$ cat config.mk
export PLATFORM = sky130hd
export DESIGN_NAME = btc_core
export DESIGN_NICKNAME = d
export VERILOG_FILES = /design/src/btc_pkg.sv /design/src/btc_core.sv
export SDC_FILE = /design/constraint.sdc
export NUM_CORES = 1
export LEC_CHECK = 0
export BUFFER_PORTS_ARGS = -buffer_cell sky130_fd_sc_hd__buf_4
export CORE_MARGIN = 8
export CORE_UTILIZATION = 56
export DETAILED_ROUTE_END_ITERATION = 7
export PLACE_DENSITY = 0.78
export SETUP_SLACK_MARGIN = 0.02
export SLEW_MARGIN = 20
export SYNTH_ARGS = -nofsm -noshare
export SYNTH_HDL_FRONTEND = slang
export SYNTH_SLANG_ARGS = --single-unit
$ cat constraint.sdc
create_clock -name clock -period 3.3 [get_ports clock]
set_input_delay 0.495 -clock clock [delete_from_list [all_inputs] [get_ports clock]]
set_output_delay 0.495 -clock clock [all_outputs]
set_load 0.02 [all_outputs]
$ cat src/btc_pkg.sv
// Purpose: constants and types for the buffered timer counter core
// Assumes: 16-bit counter, three compare channels, plain register port
// Notes:   register offsets are word indexes on the register port
package btc_pkg;
   localparam int unsigned CNT_W = 16;
   localparam int unsigned NCH   = 3;
   localparam int unsigned ADDR_W = 5;

   // register offsets
   localparam logic [4:0] OFS_CTRL_A    = 5'h00;
   localparam logic [4:0] OFS_CTRL_B    = 5'h01;
   localparam logic [4:0] OFS_CTRL_E    = 5'h02;
   localparam logic [4:0] OFS_CTRL_F    = 5'h03;
   localparam logic [4:0] OFS_EV_CTRL   = 5'h04;
   localparam logic [4:0] OFS_FLAGS     = 5'h05;
   localparam logic [4:0] OFS_COUNT     = 5'h06;
   localparam logic [4:0] OFS_PERIOD    = 5'h07;
   localparam logic [4:0] OFS_PER_BUF   = 5'h08;
   localparam logic [4:0] OFS_CMP_BASE  = 5'h09;
   localparam logic [4:0] OFS_CBUF_BASE = 5'h0C;

   // field positions
   localparam int unsigned BIT_ENABLE   = 0;
   localparam int unsigned POS_CLOCK_PRESCALE_SELECT   = 1;
   localparam int unsigned BIT_DIR_DOWN = 0;
   localparam int unsigned BIT_LOCK     = 1;
   localparam int unsigned BIT_EVA_EN   = 0;
   localparam int unsigned POS_CH_EN    = 4;
   localparam int unsigned BIT_PER_BV   = 0;
   localparam int unsigned POS_CMP_BV   = 1;

   // reset values
   localparam logic [15:0] RST_PERIOD = 16'hFFFF;
   localparam logic [15:0] RST_ZERO   = 16'h0000;
   localparam logic [15:0] CNT_BOTTOM = 16'h0000;
   localparam logic [15:0] CNT_MAX    = 16'hFFFF;

   typedef enum logic [2:0] {
      BTC_WG_NORMAL,
      BTC_WG_FRQ,
      BTC_WG_RSV2,
      BTC_WG_SINGLE,
      BTC_WG_RSV4,
      BTC_WG_DUAL_T,
      BTC_WG_DUAL_TB,
      BTC_WG_DUAL_B
   } btc_waveform_mode_select_type;

   typedef struct packed {
      logic [ADDR_W-1:0] addr;
      logic [15:0]       wdata;
      logic              wr;
      logic              rd;
   } btc_req_type;
endpackage : btc_pkg
$ cat src/btc_core.sv
// Purpose: 16-bit timer counter core with double-buffered period and compares
// Assumes: one clock; event input comes from another domain and is synchronised
// Notes:   pwm waveforms are not generated; those modes select update point and set override with wave held low
// Summary of operation
// zero is bottom, all ones is max, active period value is top
// update condition loads valid buffers unless update lock set
// enable bit starts counting prescaled clock ticks
// event enable makes events the count tick instead of clock
// counter steps once per tick in chosen direction
// counting up, top returns to zero on next tick
// counting down, bottom reloads the active period
// software counter write wins over count, clear, reload
// direction may change while running
// period and compares each have buffer and valid flag in control f
// valid flag set on buffer write, cleared on update transfer
// compare and buffer both directly writable
// unbuffered period write changes top at once
// counter and period compared continuously; lower top means wrap first
// period buffer writable anytime, active period changes at update
// compare match sets channel flag on the next timer tick
// valid compare buffer copied at update, used from next count
// waveform drives pin only in waveform mode with channel enabled
// software must make the pin an output and may invert it
// frequency mode uses compare zero as top
// frequency mode toggles channel waveform on each match
// compare zero of zero without prescale toggles every clock
// compare flag stays until software writes one to it
`timescale 1ns/1ns
module btc_core
   import btc_pkg::*;
#(
   parameter int unsigned PRESCALE_W = 10
) (
   // clock and reset
   input  wire logic              clock,
   input  wire logic              reset_n,
   // register port
   input  wire btc_req_type       bus_req,
   output logic [15:0]            rd_data,
   // event input from another domain
   input  wire logic              event_a,
   // pin override
   output logic [NCH-1:0]         wave_out,
   output logic [NCH-1:0]         wave_override
);
   logic [2:0]          clock_prescale_select_q;
   logic                enable_q;
   btc_waveform_mode_select_type      waveform_mode_select_q;
   logic [NCH-1:0]      ch_en_q;
   logic                dir_down_q;
   logic                lock_q;
   logic                eva_en_q;
   logic [CNT_W-1:0]    count_q;
   logic [CNT_W-1:0]    period_q;
   logic [CNT_W-1:0]    per_buf_q;
   logic                per_bv_q;
   logic [CNT_W-1:0]    cmp_q  [NCH];
   logic [CNT_W-1:0]    cbuf_q [NCH];
   logic [NCH-1:0]      cmp_bv_q;
   logic [NCH-1:0]      cmp_flag_q;
   logic [NCH-1:0]      match_q;
   logic [NCH-1:0]      wave_q;
   logic [PRESCALE_W-1:0] pre_q;
   logic                ev_s1_q;
   logic                ev_s2_q;
   logic                ev_s3_q;
   logic [15:0]         rd_data_q;
   logic [NCH-1:0]      wave_ovr_q;

   logic                tick;
   logic                pre_tick;
   logic [CNT_W-1:0]    top;
   logic                at_top;
   logic                at_bottom;
   logic                update;
   logic                do_load;

   function automatic logic sel(input logic [4:0] a, input logic [4:0] ofs);
      return bus_req.wr && (a == ofs);
   endfunction : sel

   // prescaler: division 1,2,4,8,16,64,256,1024 as usual for such timers
   always_comb begin
      case (clock_prescale_select_q)
         3'h0:    pre_tick = 1'b1;
         3'h1:    pre_tick = pre_q[0:0] == 1'h1;
         3'h2:    pre_tick = pre_q[1:0] == 2'h3;
         3'h3:    pre_tick = pre_q[2:0] == 3'h7;
         3'h4:    pre_tick = pre_q[3:0] == 4'hF;
         3'h5:    pre_tick = pre_q[5:0] == 6'h3F;
         3'h6:    pre_tick = pre_q[7:0] == 8'hFF;
         default: pre_tick = pre_q == '1;
      endcase
   end

   always_ff @(posedge clock) begin
      if (!reset_n || !enable_q) begin
         pre_q <= '0;
      end else begin
         pre_q <= pre_q + 1'b1;
      end
   end

   // event synchroniser; the second and third stages feed the edge detector
   always_ff @(posedge clock) begin
      if (!reset_n) begin
         ev_s1_q <= 1'b0;
         ev_s2_q <= 1'b0;
         ev_s3_q <= 1'b0;
      end else begin
         ev_s1_q <= event_a;
         ev_s2_q <= ev_s1_q;
         ev_s3_q <= ev_s2_q;
      end
   end

   assign tick = enable_q && (eva_en_q ? (ev_s2_q && !ev_s3_q) : pre_tick);

   assign top       = (waveform_mode_select_q == BTC_WG_FRQ) ? cmp_q[0] : period_q;
   assign at_top    = (count_q == top);
   assign at_bottom = (count_q == CNT_BOTTOM);

   // update at top when counting up, bottom when counting down; dual-slope modes use top, bottom or both
   always_comb begin
      case (waveform_mode_select_q)
         BTC_WG_DUAL_T:  update = at_top;
         BTC_WG_DUAL_B:  update = at_bottom;
         BTC_WG_DUAL_TB: update = at_top || at_bottom;
         default:        update = dir_down_q ? at_bottom : at_top;
      endcase
   end
   assign do_load = tick && update && !lock_q;

   // control registers
   always_ff @(posedge clock) begin
      if (!reset_n) begin
         enable_q   <= 1'b0;
         clock_prescale_select_q   <= 3'h0;
         waveform_mode_select_q   <= BTC_WG_NORMAL;
         ch_en_q    <= '0;
         dir_down_q <= 1'b0;
         lock_q     <= 1'b0;
         eva_en_q   <= 1'b0;
      end else begin
         if (sel(bus_req.addr, OFS_CTRL_A)) begin
            enable_q <= bus_req.wdata[BIT_ENABLE];
            clock_prescale_select_q <= bus_req.wdata[POS_CLOCK_PRESCALE_SELECT +: 3];
         end
         if (sel(bus_req.addr, OFS_CTRL_B)) begin
            waveform_mode_select_q <= btc_waveform_mode_select_type'(bus_req.wdata[2:0]);
            ch_en_q  <= bus_req.wdata[POS_CH_EN +: NCH];
         end
         if (sel(bus_req.addr, OFS_CTRL_E)) begin
            dir_down_q <= bus_req.wdata[BIT_DIR_DOWN];
            lock_q     <= bus_req.wdata[BIT_LOCK];
         end
         if (sel(bus_req.addr, OFS_EV_CTRL)) begin
            eva_en_q <= bus_req.wdata[BIT_EVA_EN];
         end
      end
   end

   // counter
   always_ff @(posedge clock) begin
      if (!reset_n) begin
         count_q <= RST_ZERO;
      end else if (sel(bus_req.addr, OFS_COUNT)) begin
         count_q <= bus_req.wdata;
      end else if (tick) begin
         if (dir_down_q) begin
            count_q <= at_bottom ? top : count_q - 1'b1;
         end else begin
            count_q <= at_top ? CNT_BOTTOM : count_q + 1'b1;
         end
      end
   end

   // period and its buffer
   always_ff @(posedge clock) begin
      if (!reset_n) begin
         period_q  <= RST_PERIOD;
         per_buf_q <= RST_PERIOD;
         per_bv_q  <= 1'b0;
      end else begin
         if (sel(bus_req.addr, OFS_PERIOD)) begin
            period_q <= bus_req.wdata;
         end else if (do_load && per_bv_q) begin
            period_q <= per_buf_q;
         end
         if (sel(bus_req.addr, OFS_PER_BUF)) begin
            per_buf_q <= bus_req.wdata;
         end
         // a buffer write in the update cycle keeps the flag set
         if (sel(bus_req.addr, OFS_PER_BUF)) begin
            per_bv_q <= 1'b1;
         end else if (do_load) begin
            per_bv_q <= 1'b0;
         end else if (sel(bus_req.addr, OFS_CTRL_F)) begin
            per_bv_q <= bus_req.wdata[BIT_PER_BV];
         end
      end
   end

   // compare channels
   for (genvar i = 0; i < NCH; i++) begin : g_ch
      always_ff @(posedge clock) begin
         if (!reset_n) begin
            cmp_q[i]    <= RST_ZERO;
            cbuf_q[i]   <= RST_ZERO;
            cmp_bv_q[i] <= 1'b0;
         end else begin
            if (sel(bus_req.addr, OFS_CMP_BASE + 5'(i))) begin
               cmp_q[i] <= bus_req.wdata;
            end else if (do_load && cmp_bv_q[i]) begin
               cmp_q[i] <= cbuf_q[i];
            end
            if (sel(bus_req.addr, OFS_CBUF_BASE + 5'(i))) begin
               cbuf_q[i]   <= bus_req.wdata;
               cmp_bv_q[i] <= 1'b1;
            end else if (do_load) begin
               cmp_bv_q[i] <= 1'b0;
            end else if (sel(bus_req.addr, OFS_CTRL_F)) begin
               cmp_bv_q[i] <= bus_req.wdata[POS_CMP_BV + i];
            end
         end
      end

      // match is registered on a tick, acted on at the following tick
      always_ff @(posedge clock) begin
         if (!reset_n) begin
            match_q[i] <= 1'b0;
         end else if (tick) begin
            match_q[i] <= (count_q == cmp_q[i]);
         end
      end

      // set wins over a simultaneous clear-by-one
      always_ff @(posedge clock) begin
         if (!reset_n) begin
            cmp_flag_q[i] <= 1'b0;
         end else if (tick && match_q[i]) begin
            cmp_flag_q[i] <= 1'b1;
         end else if (sel(bus_req.addr, OFS_FLAGS) && bus_req.wdata[i]) begin
            cmp_flag_q[i] <= 1'b0;
         end
      end

      always_ff @(posedge clock) begin
         if (!reset_n || waveform_mode_select_q != BTC_WG_FRQ) begin
            wave_q[i] <= 1'b0;
         end else if (tick && match_q[i]) begin
            wave_q[i] <= !wave_q[i];
         end
      end

      always_ff @(posedge clock) begin
         if (!reset_n) begin
            wave_ovr_q[i] <= 1'b0;
         end else begin
            wave_ovr_q[i] <= (waveform_mode_select_q != BTC_WG_NORMAL) && ch_en_q[i];
         end
      end
   end

   // read port: data in the cycle after the read strobe
   always_ff @(posedge clock) begin
      if (!reset_n) begin
         rd_data_q <= RST_ZERO;
      end else if (bus_req.rd) begin
         rd_data_q <= RST_ZERO;
         case (bus_req.addr)
            OFS_CTRL_A:  rd_data_q <= 16'({clock_prescale_select_q, enable_q});
            OFS_CTRL_B:  rd_data_q <= 16'({ch_en_q, 1'b0, waveform_mode_select_q});
            OFS_CTRL_E:  rd_data_q <= 16'({lock_q, dir_down_q});
            OFS_CTRL_F:  rd_data_q <= 16'({cmp_bv_q, per_bv_q});
            OFS_EV_CTRL: rd_data_q <= 16'(eva_en_q);
            OFS_FLAGS:   rd_data_q <= 16'(cmp_flag_q);
            OFS_COUNT:   rd_data_q <= count_q;
            OFS_PERIOD:  rd_data_q <= period_q;
            OFS_PER_BUF: rd_data_q <= per_buf_q;
            5'h09:       rd_data_q <= cmp_q[0];
            5'h0A:       rd_data_q <= cmp_q[1];
            5'h0B:       rd_data_q <= cmp_q[2];
            5'h0C:       rd_data_q <= cbuf_q[0];
            5'h0D:       rd_data_q <= cbuf_q[1];
            5'h0E:       rd_data_q <= cbuf_q[2];
            default:     rd_data_q <= RST_ZERO;
         endcase
      end
   end

   // pin direction and inversion stay in the port logic outside this block
   assign rd_data       = rd_data_q;
   assign wave_out      = wave_q;
   assign wave_override = wave_ovr_q;
endmodule : btc_core

After elaboration in Yosys (flattened, before gate mapping)
Memory sizes are Yosys's and may differ from the RTL's. Cells that the tools add are included.

Input port bits: 26. Memory bits (writable): 96. Memories: 2. Bits in registers: 106. Logic and storage cells: 206. Output and inout bits: 22.

Eq/ne operators: 35. Bitwise gates (word level): 9. Multiplexer cells: 71. Reduce and logical (&&, ||, !) cells: 55. Add/subtract/negate cells: 3.

Memories: cbuf_q (depth 3, width 16, rd ports 3, clocked after Yosys merged registers in 0, write ports 3, line btc_core.sv:58) `logic [CNT_W-1:0] cbuf_q [NCH];`; cmp_q (depth 3, width 16, rd ports 3, clocked after Yosys merged registers in 0, write ports 3, line btc_core.sv:57) `logic [CNT_W-1:0] cmp_q [NCH];`.

Operators with widths (count): $mux W16 (17); $pmux W16 S15 (1); $eq A16 B16 Y1 (4); $mux W1 (51); $eq A5 B4 Y1 const B (7); $logic_and A1 B1 Y1 (32); $eq A3 B3 Y1 const B (7); $eq A5 B3 Y1 const B (4); $add A16 B1 Y16 const B (1); $logic_not A16 Y1 (1); $sub A16 B1 Y16 const B (1); $reduce_bool A3 Y1 (5); $add A10 B1 Y10 const B (1); $eq A10 B10 Y1 const B (1); $eq A5 B2 Y1 const B (2); $reduce_bool A2 Y1 (5); $or A1 B1 Y1 (9); $eq A8 B8 Y1 const B (1); $logic_not A1 Y1 (7); $pmux W1 S7 (1); $eq A3 B1 Y1 const B (2); $eq A3 B2 Y1 const B (2); $eq A6 B6 Y1 const B (1); $eq A5 B1 Y1 const B (1); 7 further kinds (9).

Longest topological paths before layout
Word-level depth: 13. Depth in mapped cells: 12.

Worst setup path after synthesis
OpenSTA, ideal clock, no wires.

Kind: register to register. From: register waveform_mode_select_q[1]. To: memory cmp_q[0][0] (enable). Arrival time: 2.758 ns. Setup slack: 0.167 ns. Stages on the path, launching flop included: 10. Cells stage by stage: dfxtp_1 buf_6 or3b_1 buf_6 a21o_1 or4_4 a211o_1 o31ai_1 nand2_1 nand3_1.

RTL lines: start, declared (line btc_core.sv:48) `btc_waveform_mode_select_type waveform_mode_select_q;`; start signal, assigned (line btc_core.sv:150) `waveform_mode_select_q <= btc_waveform_mode_select_type'(bus_req.wdata[2:0]);`; end, declared (line btc_core.sv:57).

==> impl_metrics.toml <==
[logic_synthesis]
synth_top_area_share_pct = 26.3
async_reset_ff_share_pct = 0
syn_area_sq_mm = 0.0109
synthTopCellsByCount = "nand2_1 (119), dfxtp_1 (106), edfxtp_1 (96)"
ys_ff_latch = 202
yosysSeqAreaShare_pct = 45.7
synth_edf_count = 96
syn-instance-count = 1170
yosysWarnings = 0
synthMostInstantiatedCell = "nand2_1"
synthesis.nets = 1201
syn_avg_cell_area_sq_um = 9.36
synth_area_leaders = "edfxtp_1 (26%), dfxtp_1 (19%), xnor2_1 (5.1%)"
synthFlopType = "dfxtp_1"
synth_top_area_cell = "edfxtp_1"
synth.distinct_cells = 66

[final_layout]
nets = 1238
drive_above_1_share_pct = 14.8
diodes = 0
filler_cell_count = 1633
regArea_sq_mm = 0.00500
synthToLayoutAreaGrowth_pct = 14.4
multi_input_area_sq_mm = 0.00549

[routing]
dr.first_iter.drc_count = 1468
routedWlPerCell_um = 25.4
ant_nets = 0
drt_wl_total_um = 37800
via_per_inst = 6.85
dr.pass1.iters = 7
vias = 10200
drc = 0

[placed_design]
gp_congestion = 1.01
io_buffers = 47
hpwl_um = 27400

[timing]
setup_violations = 0
fmaxAchievable_ghz = 0.325
hold_viol_final = 0
clock_skew_ns = 0.0299
fin_crit_ns = 3.07
post-route-period-util_pct = 93.2
slew_headroom_pct = 41.0
final.setup.tns_ns = 0
rsz0062_at_grt = "false"
worst_pin_slew_ns = 0.876
slew_viol_final = 0

[global_routing]
grt_pass1_wl_um = 57500
track_usage_pct = 30.7
grt_pass1_vias = 9515
grt_max_degree = 56
antenna_found_initial = 0
grt-ovfl-total = 0

[cts]
clockRootBuffer = "clkbuf_16"
cts_sinks = 202
cts_buffers = 23
insertion_delay_ns = 0.53
clk_pin_slew_worst_paths_ns = 0.07
cts_tree = "built"
ctsHtreeMaxLevel = 1
clockBufferDepth = 3

[worst_setup_path]
reg2reg_depth = 9
cp_max_fo = 16
cp-start-kind = "register"
cp.arrival_ns = 3.27
worst_ep_required_time_ns = 3.49
end_kind = "register"
crit_type = "register to register"

[floorplan]
dieArea_sq_mm = 0.0243
fp.dieH_um = 156
num_rows = 51
coreArea_sq_mm = 0.0193
start_util_pct = 56.6
fp.dieW_um = 156
io_pins = 48

[hold_path]
hp-class = "input port to register"
hold-path-cell-count = 2

[power]
powerDensity_mw_per_mm2 = 468
p_leak_nw = 4.39
power.total_w = 0.00586
vdd_drop_max_uv = 436

[status]
status = "completed"

[job]
maxCapViolCount = 0
[worst max-delay path: stages, from the launching register on]
cell	delay, ns
edfxtp_1	0.46
xnor2_1	0.35
nand3_1	0.25
or4_4	0.54
a211o_1	0.30
o31ai_1	0.22
buf_4	0.18
nand2_1	0.06
nand3_1	0.09
buf_4	0.27
[layout make-up]
type / instances / area share (%)
Tap cell: 265 / 2.65
Clock inverter: 17 / 1.26
Multi-Input combinational cell: 844 / 43.8
Sequential cell: 202 / 40.0
Clock buffer: 25 / 4.73
Timing Repair Buffer: 117 / 7.01
Inverter: 19 / 0.569
[layer usage]
| layer | vias to the layer above | GRT usage [%] | wire length (um) |
|---|---|---|---|
| met5 | - | 0 | 0 |
| met4 | 0 | 13.0 | 1660 |
| met3 | 128 | 7.76 | 5310 |
| met2 | 800 | 45.6 | 16200 |
| met1 | 4818 | 41.7 | 14700 |
| li1 | 4451 | - | - |
[path summary, 6_finish.rpt]
path | start | to | slack, ns
hold reg to reg | ev_s1_q | ev_s2_q | 0.43
hold / removal | event_a | ev_s1_q | 0.18
setup reg to reg | cmp_q[0][0] | cmp_q[0][12] | 0.23
setup / recovery | cmp_q[0][0] | cmp_q[0][12] | 0.23
[logic make-up (layout without fill, tap and decap cells)]
group                    count (synthesis)  after routing  share of synthesized area [%]
AND/OR/NAND/NOR                        430            430                           19.8
XOR/XNOR                                82             82                           6.56
buffers and inverters                  124            178                           4.67
adder cells (fa/ha/maj)                  5              5                          0.571
flip-flops                             202            202                           45.7
AO/OA/AOI/OAI                          306            306                           20.7
multiplexers                            21             21                           1.97
[sequential cells by signal (all words and copies together), names as in the netlist, 10 cells and up]
name and count:
cbuf_q 48, cmp_q 48, count_q 16, per_buf_q 16
period_q 16, pre_q 10, rd_data 16
[cell usage in the layout (no fill, tap or decap), types with 23 or more instances in the layout]
cell type / count
nor3_1: 30
edfxtp_1: 96
o21ai_0: 28
buf_4: 117
clkbuf_16: 23
a21oi_1: 47
dfxtp_1: 106
a221oi_1: 32
a22oi_1: 29
nand2_1: 119
and2_1: 59
xnor2_1: 64
nand3_1: 57
a22o_1: 61
nand4_1: 36
nor2_1: 71
a31oi_1: 26
[through the flow]
step / setup slack, ns / area (sq um) / utilization [%] / instances / hold slack (ns)
floorplan: 0.167 / 10900 / - / 1170 / 0.405
global placement: 0.297 / 11800 / 60.8 / 1447 / 0.417
finish: 0.226 / 12500 / 64.8 / 1489 / 0.176
detailed placement: 0.176 / 11800 / 60.8 / 1447 / 0.427
global route: 0.0431 / 12500 / 64.8 / 1489 / 0.171
CTS: 0.124 / 12500 / 64.7 / 1489 / 0.164
[power by group]
group	internal [W]	switching [W]	total (W)
clock network	0.00147	0.00110	0.00256
logic	0.000174	0.000324	0.000498
registers	0.00271	0.0000911	0.00280
[timing repair]
action,4_1_cts,5_1_grt
gates resized for setup,0,1
hold buffers,0,0
setup buffers,0,0
endpoints found under the setup margin,0,91
Power figures use the tool's default switching activity.
